$ cat config.mk
export PLATFORM = sky130hd
export DESIGN_NAME = acc_ctrl
export DESIGN_NICKNAME = d
export VERILOG_FILES = /design/src/logic/acc_result_mem.v /design/src/logic/acc_ctrl.v
export VERILOG_INCLUDE_DIRS = /design/src /design/src/logic
export SDC_FILE = /design/constraint.sdc
export NUM_CORES = 1
export LEC_CHECK = 0
export BUFFER_PORTS_ARGS = -buffer_cell sky130_fd_sc_hd__buf_2
export CORE_AREA = 2 2 216 155
export DETAILED_ROUTE_END_ITERATION = 8
export DIE_AREA = 0 0 218 157
export HOLD_SLACK_MARGIN = 0.02
export PLACE_DENSITY_LB_ADDON = 0.05
export SLEW_MARGIN = 20
export SYNTH_ARGS = -nofsm -noshare
export SYNTH_HDL_FRONTEND = slang
export SYNTH_SLANG_ARGS = --single-unit
$ cat constraint.sdc
create_clock -name clk -period 4.3 [get_ports clk]
set_clock_uncertainty 0.15 [all_clocks]
set_input_delay 0.215 -clock clk [delete_from_list [all_inputs] [get_ports clk]]
set_output_delay 0.215 -clock clk [all_outputs]
set_load 0.01 [all_outputs]
$ cat src/logic/acc_defines.vh
// constants for the conversion controller: register offsets, fields, timing
`ifndef ACC_DEFINES_VH
`define ACC_DEFINES_VH

// ----------------------------------------------------------------
// register indices (word offsets on the plain register port)
// ----------------------------------------------------------------
`define ACC_A_CTRL     6'h00
`define ACC_A_MODE     6'h01
`define ACC_A_EXTMODE  6'h02
`define ACC_A_CHEN     6'h03
`define ACC_A_CHDIS    6'h04
`define ACC_A_CHSTAT   6'h05
`define ACC_A_STATUS   6'h06
`define ACC_A_OVER     6'h07
`define ACC_A_LAST     6'h08
`define ACC_A_TEMP     6'h09
`define ACC_A_CDR0     6'h10
`define ACC_A_CDR_LAST 6'h20

// ----------------------------------------------------------------
// field positions
// ----------------------------------------------------------------
`define ACC_CTRL_START     0
`define ACC_MODE_LOW_RESOLUTION_SELECT    4
`define ACC_MODE_DIV_LO    8
`define ACC_MODE_DIV_HI    15
`define ACC_MODE_TRK_LO    24
`define ACC_MODE_TRK_HI    27
`define ACC_EMR_TAG        24
`define ACC_LAST_CHN_LO    12
`define ACC_STAT_RESULT_READY_FLAG      24
`define ACC_STAT_GENERAL_OVERRUN_FLAG     25
`define ACC_STAT_BUSY      26
`define ACC_TEMP_ON        4

// ----------------------------------------------------------------
// reset values, cell timing and the on-die sensor channel index
// ----------------------------------------------------------------
`define ACC_MODE_RESET     32'h0000_0000
`define ACC_CONV_CYCLES    4'hA
`define ACC_SENSOR_CH      5'h10

`endif

$ cat src/logic/acc_result_mem.v
// per-channel result store with registered read port
`timescale 1ns/1ps
module acc_result_mem #(
  parameter DEPTH = 17,
  parameter AW    = 5,
  parameter DW    = 10
) (
  // clock
  input  wire          clk,
  // write side
  input  wire          we,
  input  wire [AW-1:0] waddr,
  input  wire [DW-1:0] wdata,
  // read side
  input  wire [AW-1:0] raddr,
  output reg  [DW-1:0] rdata
);

  reg [DW-1:0] mem [0:DEPTH-1];

  always @(posedge clk) begin
    if (we)
      mem[waddr] <= wdata;
    rdata <= mem[raddr];
  end

endmodule

$ cat src/logic/acc_ctrl.v
// conversion controller: clock divider, sequencer, result and flag registers
//
// Decided for this implementation: strobed register access and the register offsets.
`timescale 1ns/1ps
`include "acc_defines.vh"
module acc_ctrl #(
  parameter NCH = 17,
  parameter DW  = 10
) (
  // clock and reset
  input  wire        clk,
  input  wire        reset,
  // peripheral clock gate from the power manager
  input  wire        periph_clk_en,
  // register port
  input  wire [5:0]  reg_addr,
  input  wire [31:0] reg_wdata,
  input  wire        reg_wr,
  input  wire        reg_rd,
  output reg  [31:0] reg_rdata,
  // analog cell
  output reg  [4:0]  mux_sel,
  output reg  [16:0] pin_route,
  output reg         cell_track,
  output reg         cell_convert,
  output reg         conv_clk_en,
  input  wire [9:0]  cell_data,
  output reg         temp_sensor_power_on,
  // system
  output reg         dma_req,
  output reg         irq
);

  // ----------------------------------------------------------------
  // registers
  // ----------------------------------------------------------------
  reg [31:0]     mode_r;
  reg            tag_r;
  reg [NCH-1:0]  chen_r;
  reg [NCH-1:0]  eoc_r;
  reg [NCH-1:0]  ovre_r;
  reg            result_ready_flag_r;
  reg            general_overrun_flag_r;
  reg [NCH-1:0]  ier_r;
  reg            temp_on_r;
  reg [DW-1:0]   last_data_r;
  reg [4:0]      last_ch_r;
  reg            result_ready_flag_d_r;
  reg            start_pend_r;

  wire [7:0] div_field = mode_r[`ACC_MODE_DIV_HI:`ACC_MODE_DIV_LO];
  wire [3:0] trk_field = mode_r[`ACC_MODE_TRK_HI:`ACC_MODE_TRK_LO];
  wire       low_resolution_select    = mode_r[`ACC_MODE_LOW_RESOLUTION_SELECT];

  // ----------------------------------------------------------------
  // conversion clock divider
  // ----------------------------------------------------------------
  reg [8:0] div_cnt_r;
  wire      ctick = periph_clk_en && (div_cnt_r == {div_field, 1'b1});

  always @(posedge clk) begin
    if (reset)
      div_cnt_r <= 9'h000;
    else if (!periph_clk_en || ctick)
      div_cnt_r <= 9'h000;
    else
      div_cnt_r <= div_cnt_r + 9'h001;
  end

  // ----------------------------------------------------------------
  // sequencer
  // ----------------------------------------------------------------
  localparam S_IDLE = 2'b00;
  localparam S_RUN  = 2'b01;

  reg [1:0]  state_r;
  reg [4:0]  trk_ch_r;
  reg        trk_act_r;
  reg [3:0]  trk_cnt_r;
  reg [4:0]  cnv_ch_r;
  reg        cnv_act_r;
  reg [3:0]  cnv_cnt_r;

  // next enabled channel at or above a given index; NCH when none
  function [4:0] next_ch;
    input [NCH-1:0] en;
    input [4:0]     from;
    integer         i;
    reg             found;
    begin
      next_ch = NCH[4:0];
      found   = 1'b0;
      for (i = 0; i < NCH; i = i + 1) begin
        if (!found && en[i] && (i >= from)) begin
          next_ch = i[4:0];
          found   = 1'b1;
        end
      end
    end
  endfunction

  wire [4:0] first_ch = next_ch(chen_r, 5'h00);
  wire [4:0] succ_ch  = next_ch(chen_r, trk_ch_r + 5'h01);
  wire       trk_done = trk_act_r && (trk_cnt_r >= trk_field);
  wire       cnv_done = cnv_act_r && (cnv_cnt_r == `ACC_CONV_CYCLES - 4'h1);
  // tracking may only hand over once the previous conversion finishes
  wire       handover = ctick && trk_done && (!cnv_act_r || cnv_done);
  wire       complete = ctick && cnv_done;

  // 8-bit mode drops two lsbs, top bits read zero
  wire [DW-1:0] res_fmt = low_resolution_select ? {2'b00, cell_data[9:2]} : cell_data;

  always @(posedge clk) begin
    if (reset) begin
      state_r   <= S_IDLE;
      trk_ch_r  <= 5'h00;
      trk_act_r <= 1'b0;
      trk_cnt_r <= 4'h0;
      cnv_ch_r  <= 5'h00;
      cnv_act_r <= 1'b0;
      cnv_cnt_r <= 4'h0;
    end else begin
      case (state_r)
        S_IDLE: begin
          if (start_pend_r && periph_clk_en && first_ch != NCH[4:0]) begin
            state_r   <= S_RUN;
            trk_ch_r  <= first_ch;
            trk_act_r <= 1'b1;
            trk_cnt_r <= 4'h0;
          end
        end
        S_RUN: begin
          if (ctick) begin
            if (trk_act_r && !trk_done)
              trk_cnt_r <= trk_cnt_r + 4'h1;
            if (cnv_act_r && !cnv_done)
              cnv_cnt_r <= cnv_cnt_r + 4'h1;
            if (handover) begin
              cnv_ch_r  <= trk_ch_r;
              cnv_act_r <= 1'b1;
              cnv_cnt_r <= 4'h0;
              trk_cnt_r <= 4'h0;
              trk_ch_r  <= succ_ch;
              trk_act_r <= (succ_ch != NCH[4:0]);
            end else if (complete) begin
              cnv_act_r <= 1'b0;
            end
            if (complete && !trk_act_r)
              state_r <= S_IDLE;
          end
        end
        default: state_r <= S_IDLE;
      endcase
    end
  end

  // ----------------------------------------------------------------
  // result store
  // ----------------------------------------------------------------
  wire       cdr_hit = (reg_addr >= `ACC_A_CDR0) && (reg_addr <= `ACC_A_CDR_LAST);
  // result words sit at consecutive indices from the first channel's word
  wire [5:0] cdr_off = reg_addr - `ACC_A_CDR0;
  wire [4:0] cdr_idx = cdr_off[4:0];
  wire [DW-1:0] mem_rdata;

  acc_result_mem #(
    .DEPTH (NCH),
    .AW    (5),
    .DW    (DW)
  ) u_mem (
    .clk   (clk),
    .we    (complete),
    .waddr (cnv_ch_r),
    .wdata (res_fmt),
    .raddr (cdr_idx),
    .rdata (mem_rdata)
  );

  // ----------------------------------------------------------------
  // flags and configuration
  // ----------------------------------------------------------------
  wire rd_status = reg_rd && (reg_addr == `ACC_A_STATUS);
  wire rd_over   = reg_rd && (reg_addr == `ACC_A_OVER);
  wire rd_last   = reg_rd && (reg_addr == `ACC_A_LAST);
  wire rd_cdr    = reg_rd && cdr_hit;
  wire [NCH-1:0] done_vec = complete ? ({{(NCH-1){1'b0}}, 1'b1} << cnv_ch_r)
                                     : {NCH{1'b0}};
  wire [NCH-1:0] rd_vec   = rd_cdr ? ({{(NCH-1){1'b0}}, 1'b1} << cdr_idx)
                                   : {NCH{1'b0}};
  // per-channel irq enables are written at the first result word's offset (ACC_A_CDR0)
  wire wr = reg_wr;

  always @(posedge clk) begin
    if (reset) begin
      mode_r       <= `ACC_MODE_RESET;
      tag_r        <= 1'b0;
      chen_r       <= {NCH{1'b0}};
      eoc_r        <= {NCH{1'b0}};
      ovre_r       <= {NCH{1'b0}};
      result_ready_flag_r       <= 1'b0;
      general_overrun_flag_r      <= 1'b0;
      ier_r        <= {NCH{1'b0}};
      temp_on_r    <= 1'b0;
      last_data_r  <= {DW{1'b0}};
      last_ch_r    <= 5'h00;
      start_pend_r <= 1'b0;
    end else begin
      // writes land regardless of the peripheral clock gate
      if (wr && reg_addr == `ACC_A_MODE)
        mode_r <= reg_wdata;
      if (wr && reg_addr == `ACC_A_EXTMODE)
        tag_r <= reg_wdata[`ACC_EMR_TAG];
      if (wr && reg_addr == `ACC_A_TEMP)
        temp_on_r <= reg_wdata[`ACC_TEMP_ON];
      if (wr && reg_addr == `ACC_A_CHEN)
        chen_r <= chen_r | reg_wdata[NCH-1:0];
      else if (wr && reg_addr == `ACC_A_CHDIS)
        chen_r <= chen_r & ~reg_wdata[NCH-1:0];
      if (wr && reg_addr == `ACC_A_CDR0)
        ier_r <= reg_wdata[NCH-1:0];
      // start held until the sequencer takes it; later ones ignored while busy
      if (wr && reg_addr == `ACC_A_CTRL && reg_wdata[`ACC_CTRL_START] && state_r == S_IDLE)
        start_pend_r <= 1'b1;
      else if (state_r == S_RUN)
        start_pend_r <= 1'b0;
      // a start with no channel enabled is dropped, not kept for a later enable
      else if (first_ch == NCH[4:0])
        start_pend_r <= 1'b0;
      if (complete) begin
        last_data_r <= res_fmt;
        last_ch_r   <= cnv_ch_r;
      end
      // set wins over a clear in the same cycle
      eoc_r   <= (eoc_r & ~rd_vec) | done_vec;
      ovre_r  <= (rd_over ? {NCH{1'b0}} : ovre_r) | (done_vec & eoc_r);
      result_ready_flag_r  <= (result_ready_flag_r && !rd_last) || complete;
      general_overrun_flag_r <= (general_overrun_flag_r && !rd_status) || (complete && result_ready_flag_r);
    end
  end

  // ----------------------------------------------------------------
  // register read
  // ----------------------------------------------------------------
  reg [31:0] rd_nxt;
  reg        cdr_rd_r;
  reg [31:0] rdata_r;

  always @* begin
    rd_nxt = 32'h0000_0000;
    case (reg_addr)
      `ACC_A_MODE:    rd_nxt = mode_r;
      `ACC_A_EXTMODE: rd_nxt[`ACC_EMR_TAG] = tag_r;
      `ACC_A_CHSTAT:  rd_nxt[NCH-1:0] = chen_r;
      `ACC_A_STATUS: begin
        rd_nxt[NCH-1:0]         = eoc_r;
        rd_nxt[`ACC_STAT_RESULT_READY_FLAG]  = result_ready_flag_r;
        rd_nxt[`ACC_STAT_GENERAL_OVERRUN_FLAG] = general_overrun_flag_r;
        rd_nxt[`ACC_STAT_BUSY]  = (state_r != S_IDLE);
      end
      `ACC_A_OVER:    rd_nxt[NCH-1:0] = ovre_r;
      `ACC_A_LAST: begin
        rd_nxt[DW-1:0] = last_data_r;
        if (tag_r)
          rd_nxt[`ACC_LAST_CHN_LO+4:`ACC_LAST_CHN_LO] = last_ch_r;
      end
      `ACC_A_TEMP:    rd_nxt[`ACC_TEMP_ON] = temp_on_r;
      default:        rd_nxt = 32'h0000_0000;
    endcase
  end

  always @(posedge clk) begin
    if (reset) begin
      rdata_r  <= 32'h0000_0000;
      cdr_rd_r <= 1'b0;
    end else begin
      cdr_rd_r <= 1'b0;
      rdata_r  <= 32'h0000_0000;
      if (reg_rd && cdr_hit && cdr_idx < NCH[4:0])
        cdr_rd_r <= 1'b1;
      else if (reg_rd)
        rdata_r <= rd_nxt;
    end
  end

  // ----------------------------------------------------------------
  // read data select
  // ----------------------------------------------------------------
  // result words come out of the store's own read register, one cycle
  // after the strobe like every other word; both inputs here are flops
  always @* begin
    if (cdr_rd_r)
      reg_rdata = {{(32-DW){1'b0}}, mem_rdata};
    else
      reg_rdata = rdata_r;
  end

  // ----------------------------------------------------------------
  // outputs
  // ----------------------------------------------------------------
  always @(posedge clk) begin
    if (reset) begin
      mux_sel              <= 5'h00;
      pin_route            <= 17'h00000;
      cell_track           <= 1'b0;
      cell_convert         <= 1'b0;
      conv_clk_en          <= 1'b0;
      temp_sensor_power_on <= 1'b0;
      result_ready_flag_d_r             <= 1'b0;
      dma_req              <= 1'b0;
      irq                  <= 1'b0;
    end else begin
      mux_sel              <= trk_ch_r;       // index 16 is the on-die sensor
      pin_route            <= chen_r;
      cell_track           <= trk_act_r;
      cell_convert         <= cnv_act_r;
      conv_clk_en          <= ctick;
      temp_sensor_power_on <= temp_on_r;
      result_ready_flag_d_r             <= result_ready_flag_r;
      dma_req              <= result_ready_flag_r && !result_ready_flag_d_r;
      irq                  <= |(eoc_r & ier_r) || result_ready_flag_r;
    end
  end

endmodule

# [Word-level counts from Yosys, hierarchy flattened]
# Memory sizes are Yosys's and may differ from the RTL's. A register that Yosys moved wholly into a read port is not among the register bits.
# Cells that the tools add are included.
[word_totals] ff_bits=213 ramBits=170 output_inout_bits=60 word_cells=343 n_memories=1
[mem_list] name="u_mem.mem" depth=17 word_bits=10 read_ports=1 rd_ports_with_merged_regs=1 write_ports=1 line_no="acc_result_mem.v:19" rtl="reg [DW-1:0] mem [0:DEPTH-1];"
[classes] addsub=5 n_lt_le_gt_ge=21 n_eq_ne=21 shift=2 n_mux=108 bitwise_logic=11 n_reduce_logical=142
[ops] cell="$mux W5" count=38
[ops] cell="$mux W17" count=5
[ops] cell="$logic_and A1 B1 Y1" count=79
[ops] cell="$and A17 B17 Y17" count=4
[ops] cell="$or A17 B17 Y17" count=3
[ops] cell="$pmux W5 S5" count=2
[ops] cell="$mux W1" count=43
[ops] cell="$ge A4 B5 Y1 const A" count=8
[ops] cell="$logic_not A1 Y1" count=40
[ops] cell="$not A17 Y17" count=2
[ops] cell="$shl A1 B5 Y17 const A" count=2
[ops] cell="$mux W32" count=1
[ops] cell="$eq A6 B3 Y1 const B" count=4
[ops] cell="$mux W4" count=6
[ops] cell="$ge A3 B5 Y1 const A" count=4
[ops] cell="$pmux W4 S5" count=1
[ops] cell="$reduce_or A17 Y1" count=1
[ops] cell="$eq A6 B2 Y1 const B" count=2
[ops] cell="$eq A6 B4 Y1 const B" count=2
[ops] cell="$reduce_and A3 Y1" count=4
[ops] cell="$ge A1 B5 Y1 const A" count=2
[ops] cell="$ge A2 B5 Y1 const A" count=2
[ops] cell="$mux W10" count=1
[ops] cell="$ne A5 B5 Y1 const B" count=2
[ops] cell="other kinds (35)" count=52

# [Logic depth before layout (Yosys ltp)]
# Gate-level depths: netlist of run 1.
[logic_depth] depth_word=72 depth_mapped=10 ltp_nobuf=10

# [Modules after synthesis]
# A second synthesis of run 1 with hierarchy kept.
[unflattened] cells_unflattened=1399 area_unflattened_um2=16263.1
[modules_own_cells] mod="acc_ctrl" n_inst=1 cells_each=1092 area_each_um2=9290.2 seq_area_each_um2=4244.1
[modules_own_cells] mod="acc_result_mem" n_inst=1 cells_each=307 area_each_um2=6972.9 seq_area_each_um2=5305.1

# [Worst setup path before layout of run 1]
# Ideal clock, no wire load.
[synth_timing] kind="reg2reg" startpoint="register trk_ch_r[1]" endpoint="register trk_act_r" setup_ps=120 arrival_ps=2804 required_time_ps=4030 setup_slack_ps=1226 stages_incl_launch_ff=11 n_path_buf=1 period_less_slack_ps=3074 path_cell_list="dfxtp_1 inv_1 ha_1 or3_4 buf_6 and2_4 o211a_1 a31o_1 or3_4 or3_1 o31a_1"
[synth_between] elab_chain_cells=72 word_cells_on_any_way=104 cone_classes="add/sub: 1; order compare: 17; eq/ne: 1; mux: 36; reduce/logical: 49"
[synth_lines] item="start: declaration" line_no="acc_ctrl.v:77" rtl="reg [4:0] trk_ch_r;"
[synth_lines] item="start signal: assignment" line_no="acc_ctrl.v:127" rtl="trk_ch_r <= first_ch;"
[synth_lines] item="start signal: assignment" line_no="acc_ctrl.v:143" rtl="trk_ch_r <= succ_ch;"
[synth_lines] item="$add A5 B1 Y5 (*)" line_no="acc_ctrl.v:103" rtl="wire [4:0] succ_ch = next_ch(chen_r, trk_ch_r + 5'h01);"
[synth_lines] item="$ge A1 B5 Y1" line_no="acc_ctrl.v:94" rtl="if (!found && en[i] && (i >= from)) begin"
[synth_lines] item="$logic_and A1 B1 Y1" line_no="acc_ctrl.v:94"
[synth_lines] item="$mux W1" line_no="acc_ctrl.v:94"
[synth_lines] item="$logic_not A1 Y1" line_no="acc_ctrl.v:94"
[synth_lines] item="$logic_and A1 B1 Y1 (2 in a row)" line_no="acc_ctrl.v:94"
[synth_lines] item="$mux W1" line_no="acc_ctrl.v:94"
[synth_lines] item="$logic_not A1 Y1" line_no="acc_ctrl.v:94"
[synth_lines] item="[54 not listed]"
[synth_lines] item="$mux W1" line_no="acc_ctrl.v:94"
[synth_lines] item="$logic_not A1 Y1" line_no="acc_ctrl.v:94"
[synth_lines] item="$logic_and A1 B1 Y1 (2 in a row)" line_no="acc_ctrl.v:94"
[synth_lines] item="$mux W5 (*)" line_no="acc_ctrl.v:94"
[synth_lines] item="$ne A5 B5 Y1 (*)" line_no="acc_ctrl.v:144" rtl="trk_act_r <= (succ_ch != NCH[4:0]);"
[synth_lines] item="$mux W1 (*)" line_no="acc_ctrl.v:138" rtl="if (handover) begin"
[synth_lines] item="$mux W1 (*)" line_no="acc_ctrl.v:133" rtl="if (ctick) begin"
[synth_lines] item="$pmux W1 S2 (*)" line_no="acc_ctrl.v:123" rtl="case (state_r)"
[synth_lines] item="end signal: assignment" line_no="acc_ctrl.v:144"
[synth_lines] item="end: declaration" line_no="acc_ctrl.v:78" rtl="reg trk_act_r;"
# Mark *: on every way between the ends. The rest lies on a longest branch, timed or not. The select of a mux whose other input is x is not followed.
# A chain may end at the register's enable or synchronous reset.

# [Final worst setup path of run 1]
[layout_timing] startpoint="register trk_ch_r[0]" endpoint="register trk_act_r"
# Same word-level chain as after synthesis.

==> flow_metrics.py, run 1 <==
metrics = {
    "synth": {
        "yosysMostFrequentCell": "dfxtp_1",
        "synth_edf_count": 170,
        "syn_area_sq_um": 15900,
        "async_flop_share": 0,
        "synth_top_cell_area_share": 0.322,
        "ys_ff_latch": 392,
        "ys_seq_area_frac": 0.602,
        "synth.avg_cell_area_sq_um": 11.8,
        "ys_types": 67,
        "ys_top_cells_by_count": "dfxtp_1, edfxtp_1, nand2_1",
        "yosysTopAreaCell": "edfxtp_1",
        "synth_cells": 1346,
        "ys_warn_count": 0,
        "ys.flop_type": "dfxtp_1",
        "synthesis.nets": 1410,
        "ys_top_cells_by_area": "edfxtp_1, dfxtp_1, mux4_2",
    },
    "detailed_routing": {
        "drtPass1Iterations": 7,
        "ant_nets": 0,
        "route.detailed.drc": 0,
        "via_per_inst": 5.94,
        "routedWlPerCell_um": 24.0,
        "vias": 11600,
        "totalWireLength_um": 46900,
        "drtIter0Drc": 1608,
    },
    "sta": {
        "setup_viol": 0,
        "min_period_ns": 3.36,
        "fin_tns_setup_ns": 0,
        "fmax_mhz": 298,
        "max_slew.worst_pin.slew_ns": 1.16,
        "period_share": 0.781,
        "slew_headroom": 0.225,
        "hold_viol": 0,
        "maxSlewViolCount": 0,
        "rsz0062_at_grt": "false",
    },
    "layout": {
        "syn2layout_area_growth_pct": 17.7,
        "multi_input_area_sq_um": 5900,
        "regArea_sq_um": 9550,
        "fillers": 2653,
        "drive_gt1_frac": 0.186,
        "nets": 1567,
        "antenna_cells": 0,
    },
    "floorplanning": {
        "ios": 113,
        "dieHeight_um": 157,
        "die_w_um": 218,
        "initial_core_util": 0.497,
        "rows": 55,
        "die-area_sq_um": 34200,
        "core_sq_um": 31900,
    },
    "clock_network": {
        "ctsResizeCount": 0,
        "clk_pin_slew_ns": 0.07,
        "worst_skew_pair.late_latency_ns": 0.54,
        "clock-sinks": 392,
        "htreeDepth": 2,
        "cts_tree": "built",
        "cts_setup_buffers": 0,
        "cts-root-buf": "clkbuf_16",
        "cts_buffers": 38,
        "hold_buffers": 52,
        "clockBufferDepth": 3,
    },
    "setup_path": {
        "worstSetupPathType": "flop to flop",
        "rr_endpoint": "trk_act_r$_SDFFE_PP0P_",
        "cp.arrival_ns": 3.64,
        "r2r_cells": 8,
        "cp-startpoint": "trk_ch_r[0]$_SDFFE_PP0P_",
        "cp-endpoint": "trk_act_r$_SDFFE_PP0P_",
        "required_ns": 4.58,
        "rr_startpoint": "trk_ch_r[0]$_SDFFE_PP0P_",
        "r2r_slack_ns": 0.94,
        "crit_path_max_fanout": 13,
        "cp-start-kind": "flop",
        "worstSetupEndpointType": "flop",
    },
    "worst_hold_path": {
        "whs_path_depth": 2,
        "hold_path.class": "primary input to flop",
    },
    "job": {
        "max-cap-violations": 0,
    },
    "global_route": {
        "grt_start_max_net_pins": 74,
        "gr-usage-all-layers": 0.277,
        "grt_pass1_vias": 10800,
        "antenna_found_initial": 1,
        "overflow": 0,
        "grt_pass1_wl_um": 69300,
    },
    "pwr": {
        "swShare": 0.208,
        "seqPwrFrac": 0.505,
        "p_comb_frac": 0.041,
        "powerDensity_nw_per_um2": 414,
        "leakage_uw": 0.00686,
        "power_uw": 7730,
        "ir_worst_vdd_v": 0.000236,
        "p_sw_uw": 1610,
        "clkPwrFrac": 0.455,
        "p_int_uw": 6120,
    },
    "status": {
        "status": "complete, no violations",
    },
    "place": {
        "io_buffers": 112,
        "post-dp-hpwl_um": 32300,
        "place_congestion": 0.922,
    },
}
## how the worst min path moves through the flow
stage	start	to	slack [ns]
3_5_place_dp	result_ready_flag_d_r$_SDFF_PP0_	dma_req$_SDFF_PP0_	0.24
6_report	cell_data[8]	u_mem.mem[14][8]$_DFFE_PP_	0.15
3_3_place_gp	result_ready_flag_d_r$_SDFF_PP0_	dma_req$_SDFF_PP0_	0.24
2_1_floorplan	reg_wdata[16]	flop	0.19
4_1_cts	cell_data[8]	u_mem.mem[14][8]$_DFFE_PP_	0.13
5_1_grt	cell_data[9]	u_mem.mem[12][9]$_DFFE_PP_	0.16
## per-layer routing
| layer | vias up | track usage | routed length (um) |
|---|---|---|---|
| met1 | 5719 | 0.452 | 23200 |
| met3 | 65 | 0.0808 | 5440 |
| met4 | 0 | 0.0522 | 742 |
| li1 | 5260 | - | - |
| met2 | 582 | 0.356 | 17500 |
| met5 | - | 0 | 0 |
## worst max-delay path: stages, from the launching register on
cell	delay (ns)
dfxtp_1	0.60
ha_1	0.51
nand3_1	0.24
mux2i_1	0.25
and2_1	0.26
a32oi_1	0.37
nand3_1	0.23
or3_1	0.38
o31a_1	0.25
## flip-flops by register name (all words and copies together) (netlist names), 17 cells and up, named ones only
register / cells
ier_r: 17
pin_route: 17
u_mem.mem: 170
eoc_r: 17
mode_r: 32
rdata_r: 32
ovre_r: 17
## per-stage QoR
step | hold slack (ns) | worst slack, ns | cells | area (sq um) | utilization
5_1_grt | 0.161 | 0.722 | 1956 | 18700 | 0.585
4_1_cts | 0.128 | 1.02 | 1956 | 18700 | 0.585
2_1_floorplan | 0.190 | 1.23 | 1346 | 15900 | -
3_5_place_dp | 0.241 | 1.03 | 1838 | 16900 | 0.528
6_report | 0.152 | 0.942 | 1956 | 18700 | 0.585
3_3_place_gp | 0.236 | 1.05 | 1838 | 16900 | 0.528
## placed cells by master, fill, tap and decap left out, types with 7 or more instances in the layout
master,count
dfxtp_1,222
a22oi_1,41
dlygate4sd3_1,52
inv_1,34
mux2_2,28
nor4_1,9
edfxtp_1,170
xor2_1,11
a221oi_1,7
o21ai_0,31
a32oi_1,16
mux4_2,50
nand2_1,170
nand4_1,7
ha_1,11
nor2b_1,56
a21oi_1,94
nand3_1,23
xnor2_1,10
a22o_1,22
nand2b_1,10
and2_1,21
nor2_1,94
buf_4,23
buf_2,111
and3_1,8
mux2i_1,20
a31oi_1,19
clkbuf_16,39
nor3_1,15
## logic make-up (layout without fill, tap and decap cells)
kind of cell | after synthesis | count (layout) | synth area share
flip-flops | 392 | 392 | 0.602
buffers and inverters | 104 | 287 | 0.0269
multiplexers | 98 | 98 | 0.103
AND/OR/NAND/NOR | 444 | 444 | 0.133
XOR/XNOR | 21 | 21 | 0.0116
adder cells (fa/ha/maj) | 11 | 11 | 0.00867
AO/OA/AOI/OAI | 276 | 276 | 0.115
## final cells by class
type,count,area share
flip-flops and latches,392,0.511
multi-input cells,850,0.316
repair buffers,187,0.0679
clock buffers,49,0.0569
well taps,427,0.0286
clock inverters,17,0.0125
inverters,34,0.00683
## power by group through the flow
stage	clock [uW]	combinational, uW	sequential, uW
2_1_floorplan	0	160	3980
3_3_place_gp	0	283	3980
3_5_place_dp	0	284	3980
4_1_cts	3560	313	3900
5_1_grt	3700	338	3900
6_report	3510	315	3900
(Power assumes the default switching activity.)
==> run 2, diff against run 1 <==
--- a/config.mk
+++ b/config.mk
@@ -6,10 +6,11 @@
 export SDC_FILE = /design/constraint.sdc
 export NUM_CORES = 1
 export LEC_CHECK = 0
+export ABC_AREA = 1
 export BUFFER_PORTS_ARGS = -buffer_cell sky130_fd_sc_hd__buf_2
-export CORE_AREA = 2 2 216 155
+export CORE_AREA = 2 2 217 155
 export DETAILED_ROUTE_END_ITERATION = 8
-export DIE_AREA = 0 0 218 157
+export DIE_AREA = 0 0 219 157
 export HOLD_SLACK_MARGIN = 0.02
 export PLACE_DENSITY_LB_ADDON = 0.05
 export SLEW_MARGIN = 20
==> constraint.sdc (replaced) <==
create_clock -name clk -period 2.7 [get_ports clk]
set_clock_uncertainty 0.15 [all_clocks]
set_input_delay 0.135 -clock clk [delete_from_list [all_inputs] [get_ports clk]]
set_output_delay 0.135 -clock clk [all_outputs]
set_load 0.01 [all_outputs]
==> flow_metrics.py, run 2 <==
metrics = {
    "setup_path": {
        "cp_top_family": "simple AND/OR/NAND/NOR gates",
        "crit_path_max_fanout": 5,
        "cp-startpoint": "trk_ch_r[0]$_SDFFE_PP0P_",
        "worst_path_most_repeated_cell": "nor2_1",
        "crit_slowest_cell": "dfxtp_4",
        "worstSetupPathType": "flop to flop",
        "rr_startpoint": "trk_ch_r[0]$_SDFFE_PP0P_",
        "cp-start-kind": "flop",
        "worstSetupEndpointType": "flop",
        "path_cells": "ha_4 > nand4_1 > nand2_4 > nor2_1 > nand2_2 > buf_4 > nand3_2 > nor2_4 > nand4_4 > nor2_4 > nand4_4 > nor3_4 > nand4_1 > nor2_2 > nand3_1 > nor2_1 > nor2_1",
        "slowest_delay_ns": 0.40,
        "cp.arrival_ns": 3.03,
        "critPathBufInv": 1,
        "required_ns": 2.98,
    },
    "detailed_routing": {
        "route.detailed.drc": 0,
        "totalWireLength_um": 49000,
        "vias": 13400,
        "drtPass1Iterations": 5,
        "drtIter0Drc": 1295,
        "ant_nets": 0,
        "via_per_inst": 5.52,
        "routedWlPerCell_um": 20.2,
    },
    "floorplanning": {
        "initial_core_util": 0.499,
        "die-area_sq_um": 34400,
        "ios": 113,
        "core_sq_um": 32100,
        "rows": 55,
        "die_w_um": 219,
        "dieHeight_um": 157,
    },
    "layout": {
        "nets": 2036,
        "final_common_cell": "nand2_1",
        "top_register": "u_mem.mem",
        "largest_register_ffs": 170,
        "top_regs": "u_mem.mem: 170 flops, mode_r: 32 flops, rdata_r: 32 flops",
        "final_cell_mix": "nand2_1, dfxtp_1, inv_1, edfxtp_1, o21ai_0",
        "final_cells": 2429,
        "drive_gt1_frac": 0.200,
        "syn2layout_area_growth_pct": 24.6,
    },
    "sta": {
        "slew_headroom": 0.279,
        "fmax_mhz": 364,
        "rsz0062_at_grt": "true",
        "period_share": 1.02,
        "min_period_ns": 2.75,
        "max_slew.worst_pin.slew_ns": 1.07,
        "maxSlewViolCount": 0,
        "hold_viol": 0,
        "timing.hold.ws_ns": 0.0566,
        "fin_tns_setup_ns": -0.0489,
        "setup_viol": 1,
        "layout_setup_ws_ns": -0.0489,
    },
    "place": {
        "post-place-cells": 2298,
        "place_congestion": 0.972,
        "post-dp-hpwl_um": 34500,
        "io_buffers": 112,
    },
    "clock_network": {
        "cts-root-buf": "clkbuf_16",
        "clock-sinks": 392,
        "cts_tree": "built",
        "clockBufferDepth": 3,
        "clk_pin_slew_ns": 0.06,
        "worst_skew_pair.late_latency_ns": 0.54,
        "htreeDepth": 2,
        "cts_buffers": 39,
    },
    "pwr": {
        "leakage_uw": 0.00762,
        "ir_worst_vdd_v": 0.000400,
        "powerDensity_nw_per_um2": 614,
    },
    "synth": {
        "synth_top_cell_area_share": 0.319,
        "yosysMostFrequentCell": "nand2_1",
        "ys_types": 53,
        "ys_ff_latch": 392,
        "yosysTopAreaCell": "edfxtp_1",
        "ys.flop_type": "dfxtp_1",
        "synth.avg_cell_area_sq_um": 9.25,
        "async_flop_share": 0,
        "ys_top_cells_by_area": "edfxtp_1, dfxtp_1, nand2_1",
        "synthesis.nets": 1794,
        "synth_edf_count": 170,
        "synth_cells": 1730,
        "ys_seq_area_frac": 0.597,
        "ys_warn_count": 0,
        "syn_area_sq_um": 16000,
        "ys_top_cells_by_count": "nand2_1, dfxtp_1, inv_1",
    },
    "global_route": {
        "grt_pass1_wl_um": 72800,
        "gr-usage-all-layers": 0.284,
        "grt_pass1_vias": 12200,
        "overflow": 0,
        "antenna_found_initial": 2,
        "grt_start_max_net_pins": 46,
    },
    "status": {
        "violations": "negative setup slack",
        "status": "finished, violations left",
    },
    "job": {
        "max-cap-violations": 0,
    },
    "worst_hold_path": {
        "hold_start": "cell_data[7]",
        "hold_path.class": "primary input to flop",
    },
}
## run 2: cell count changes after synthesis, moves of 20 or more
cell     delta
a21oi_1    +61
and2_1     -21
inv_1     +172
mux2i_1    -20
mux4_2     -50
nand2_1   +114
nand4_1    +31
nor2_1     +85
nor2b_1    -58
o21ai_0   +140
## run 2: layout make-up
cell class / instances / area (sq um)
Fill cell: 2778 / 12100
Sequential cell: 392 / 9570
Multi-Input combinational cell: 1055 / 5680
Timing Repair Buffer: 270 / 2050
Clock buffer: 57 / 1170
Inverter: 214 / 813
Tap cell: 427 / 534
Clock inverter: 12 / 116
Antenna cell: 2 / 5.00
## run 2: cell families after synthesis
logic type,count (synthesis),synth area share
simple gates,582,0.157
flops,392,0.597
buf+inv,284,0.0680
xor+xnor,9,0.00493
fa+ha+maj,11,0.00860
compound gates,442,0.158
mux,10,0.00704
## run 2: repair_timing
item / CTS / global route
pin swaps: 5 / 39
hold buffers: 43 / 0
gates resized for setup: 13 / 80
endpoints found under the hold margin: 145 / 0
cloned: 0 / 1
buffers inserted: 2 / 14
setup endpoints to repair: 7 / 211
## run 2: metrics by stage
step                power [uW]  setup slack [ns]   util  instance area (sq um)
floorplan                 6610             0.141      -                  16000
detailed placement        6870           -0.0684  0.554                  17800
global route             12600            -0.250  0.622                  19900
finish                   12300           -0.0489  0.622                  19900
global placement          6860           -0.0458  0.554                  17800
CTS                      12300           0.00961  0.610                  19500
## run 2: per-layer routing
metal  wire [um]  part of all wire  up-vias  GRT usage
met1       23300              0.48     6396      0.451
met2       20200              0.41      555      0.399
met3        4800             0.098       55     0.0541
met5           0                 0        -          0
met4         633             0.013        0     0.0560
li1            -                 -     6398          -
## run 2: path summary, 6_finish.rpt
path | end | slack (ns) | cells past startpoint
max | trk_act_r$_SDFFE_PP0P_ | -0.05 | 17
min | u_mem.mem[15][5]$_DFFE_PP_ | 0.06 | 4
max reg2reg | trk_act_r$_SDFFE_PP0P_ | -0.05 | 17
min reg2reg | dma_req$_SDFF_PP0_ | 0.23 | 1
## run 2: where the power goes
group | switching (uW) | internal (uW)
sequential | 15.7 | 6200
combinational | 387 | 204
clock | 2250 | 3200
## run 2: worst register-to-register path, cell delays in order (launching register included)
cell	delay, ns
dfxtp_4	0.40
ha_4	0.17
nand4_1	0.16
nand2_4	0.17
nor2_1	0.07
nand2_2	0.07
buf_4	0.11
nand3_2	0.09
nor2_4	0.14
nand4_4	0.09
nor2_4	0.16
nand4_4	0.16
nor3_4	0.21
nand4_1	0.14
nor2_2	0.12
nand3_1	0.07
nor2_1	0.11
nor2_1	0.05
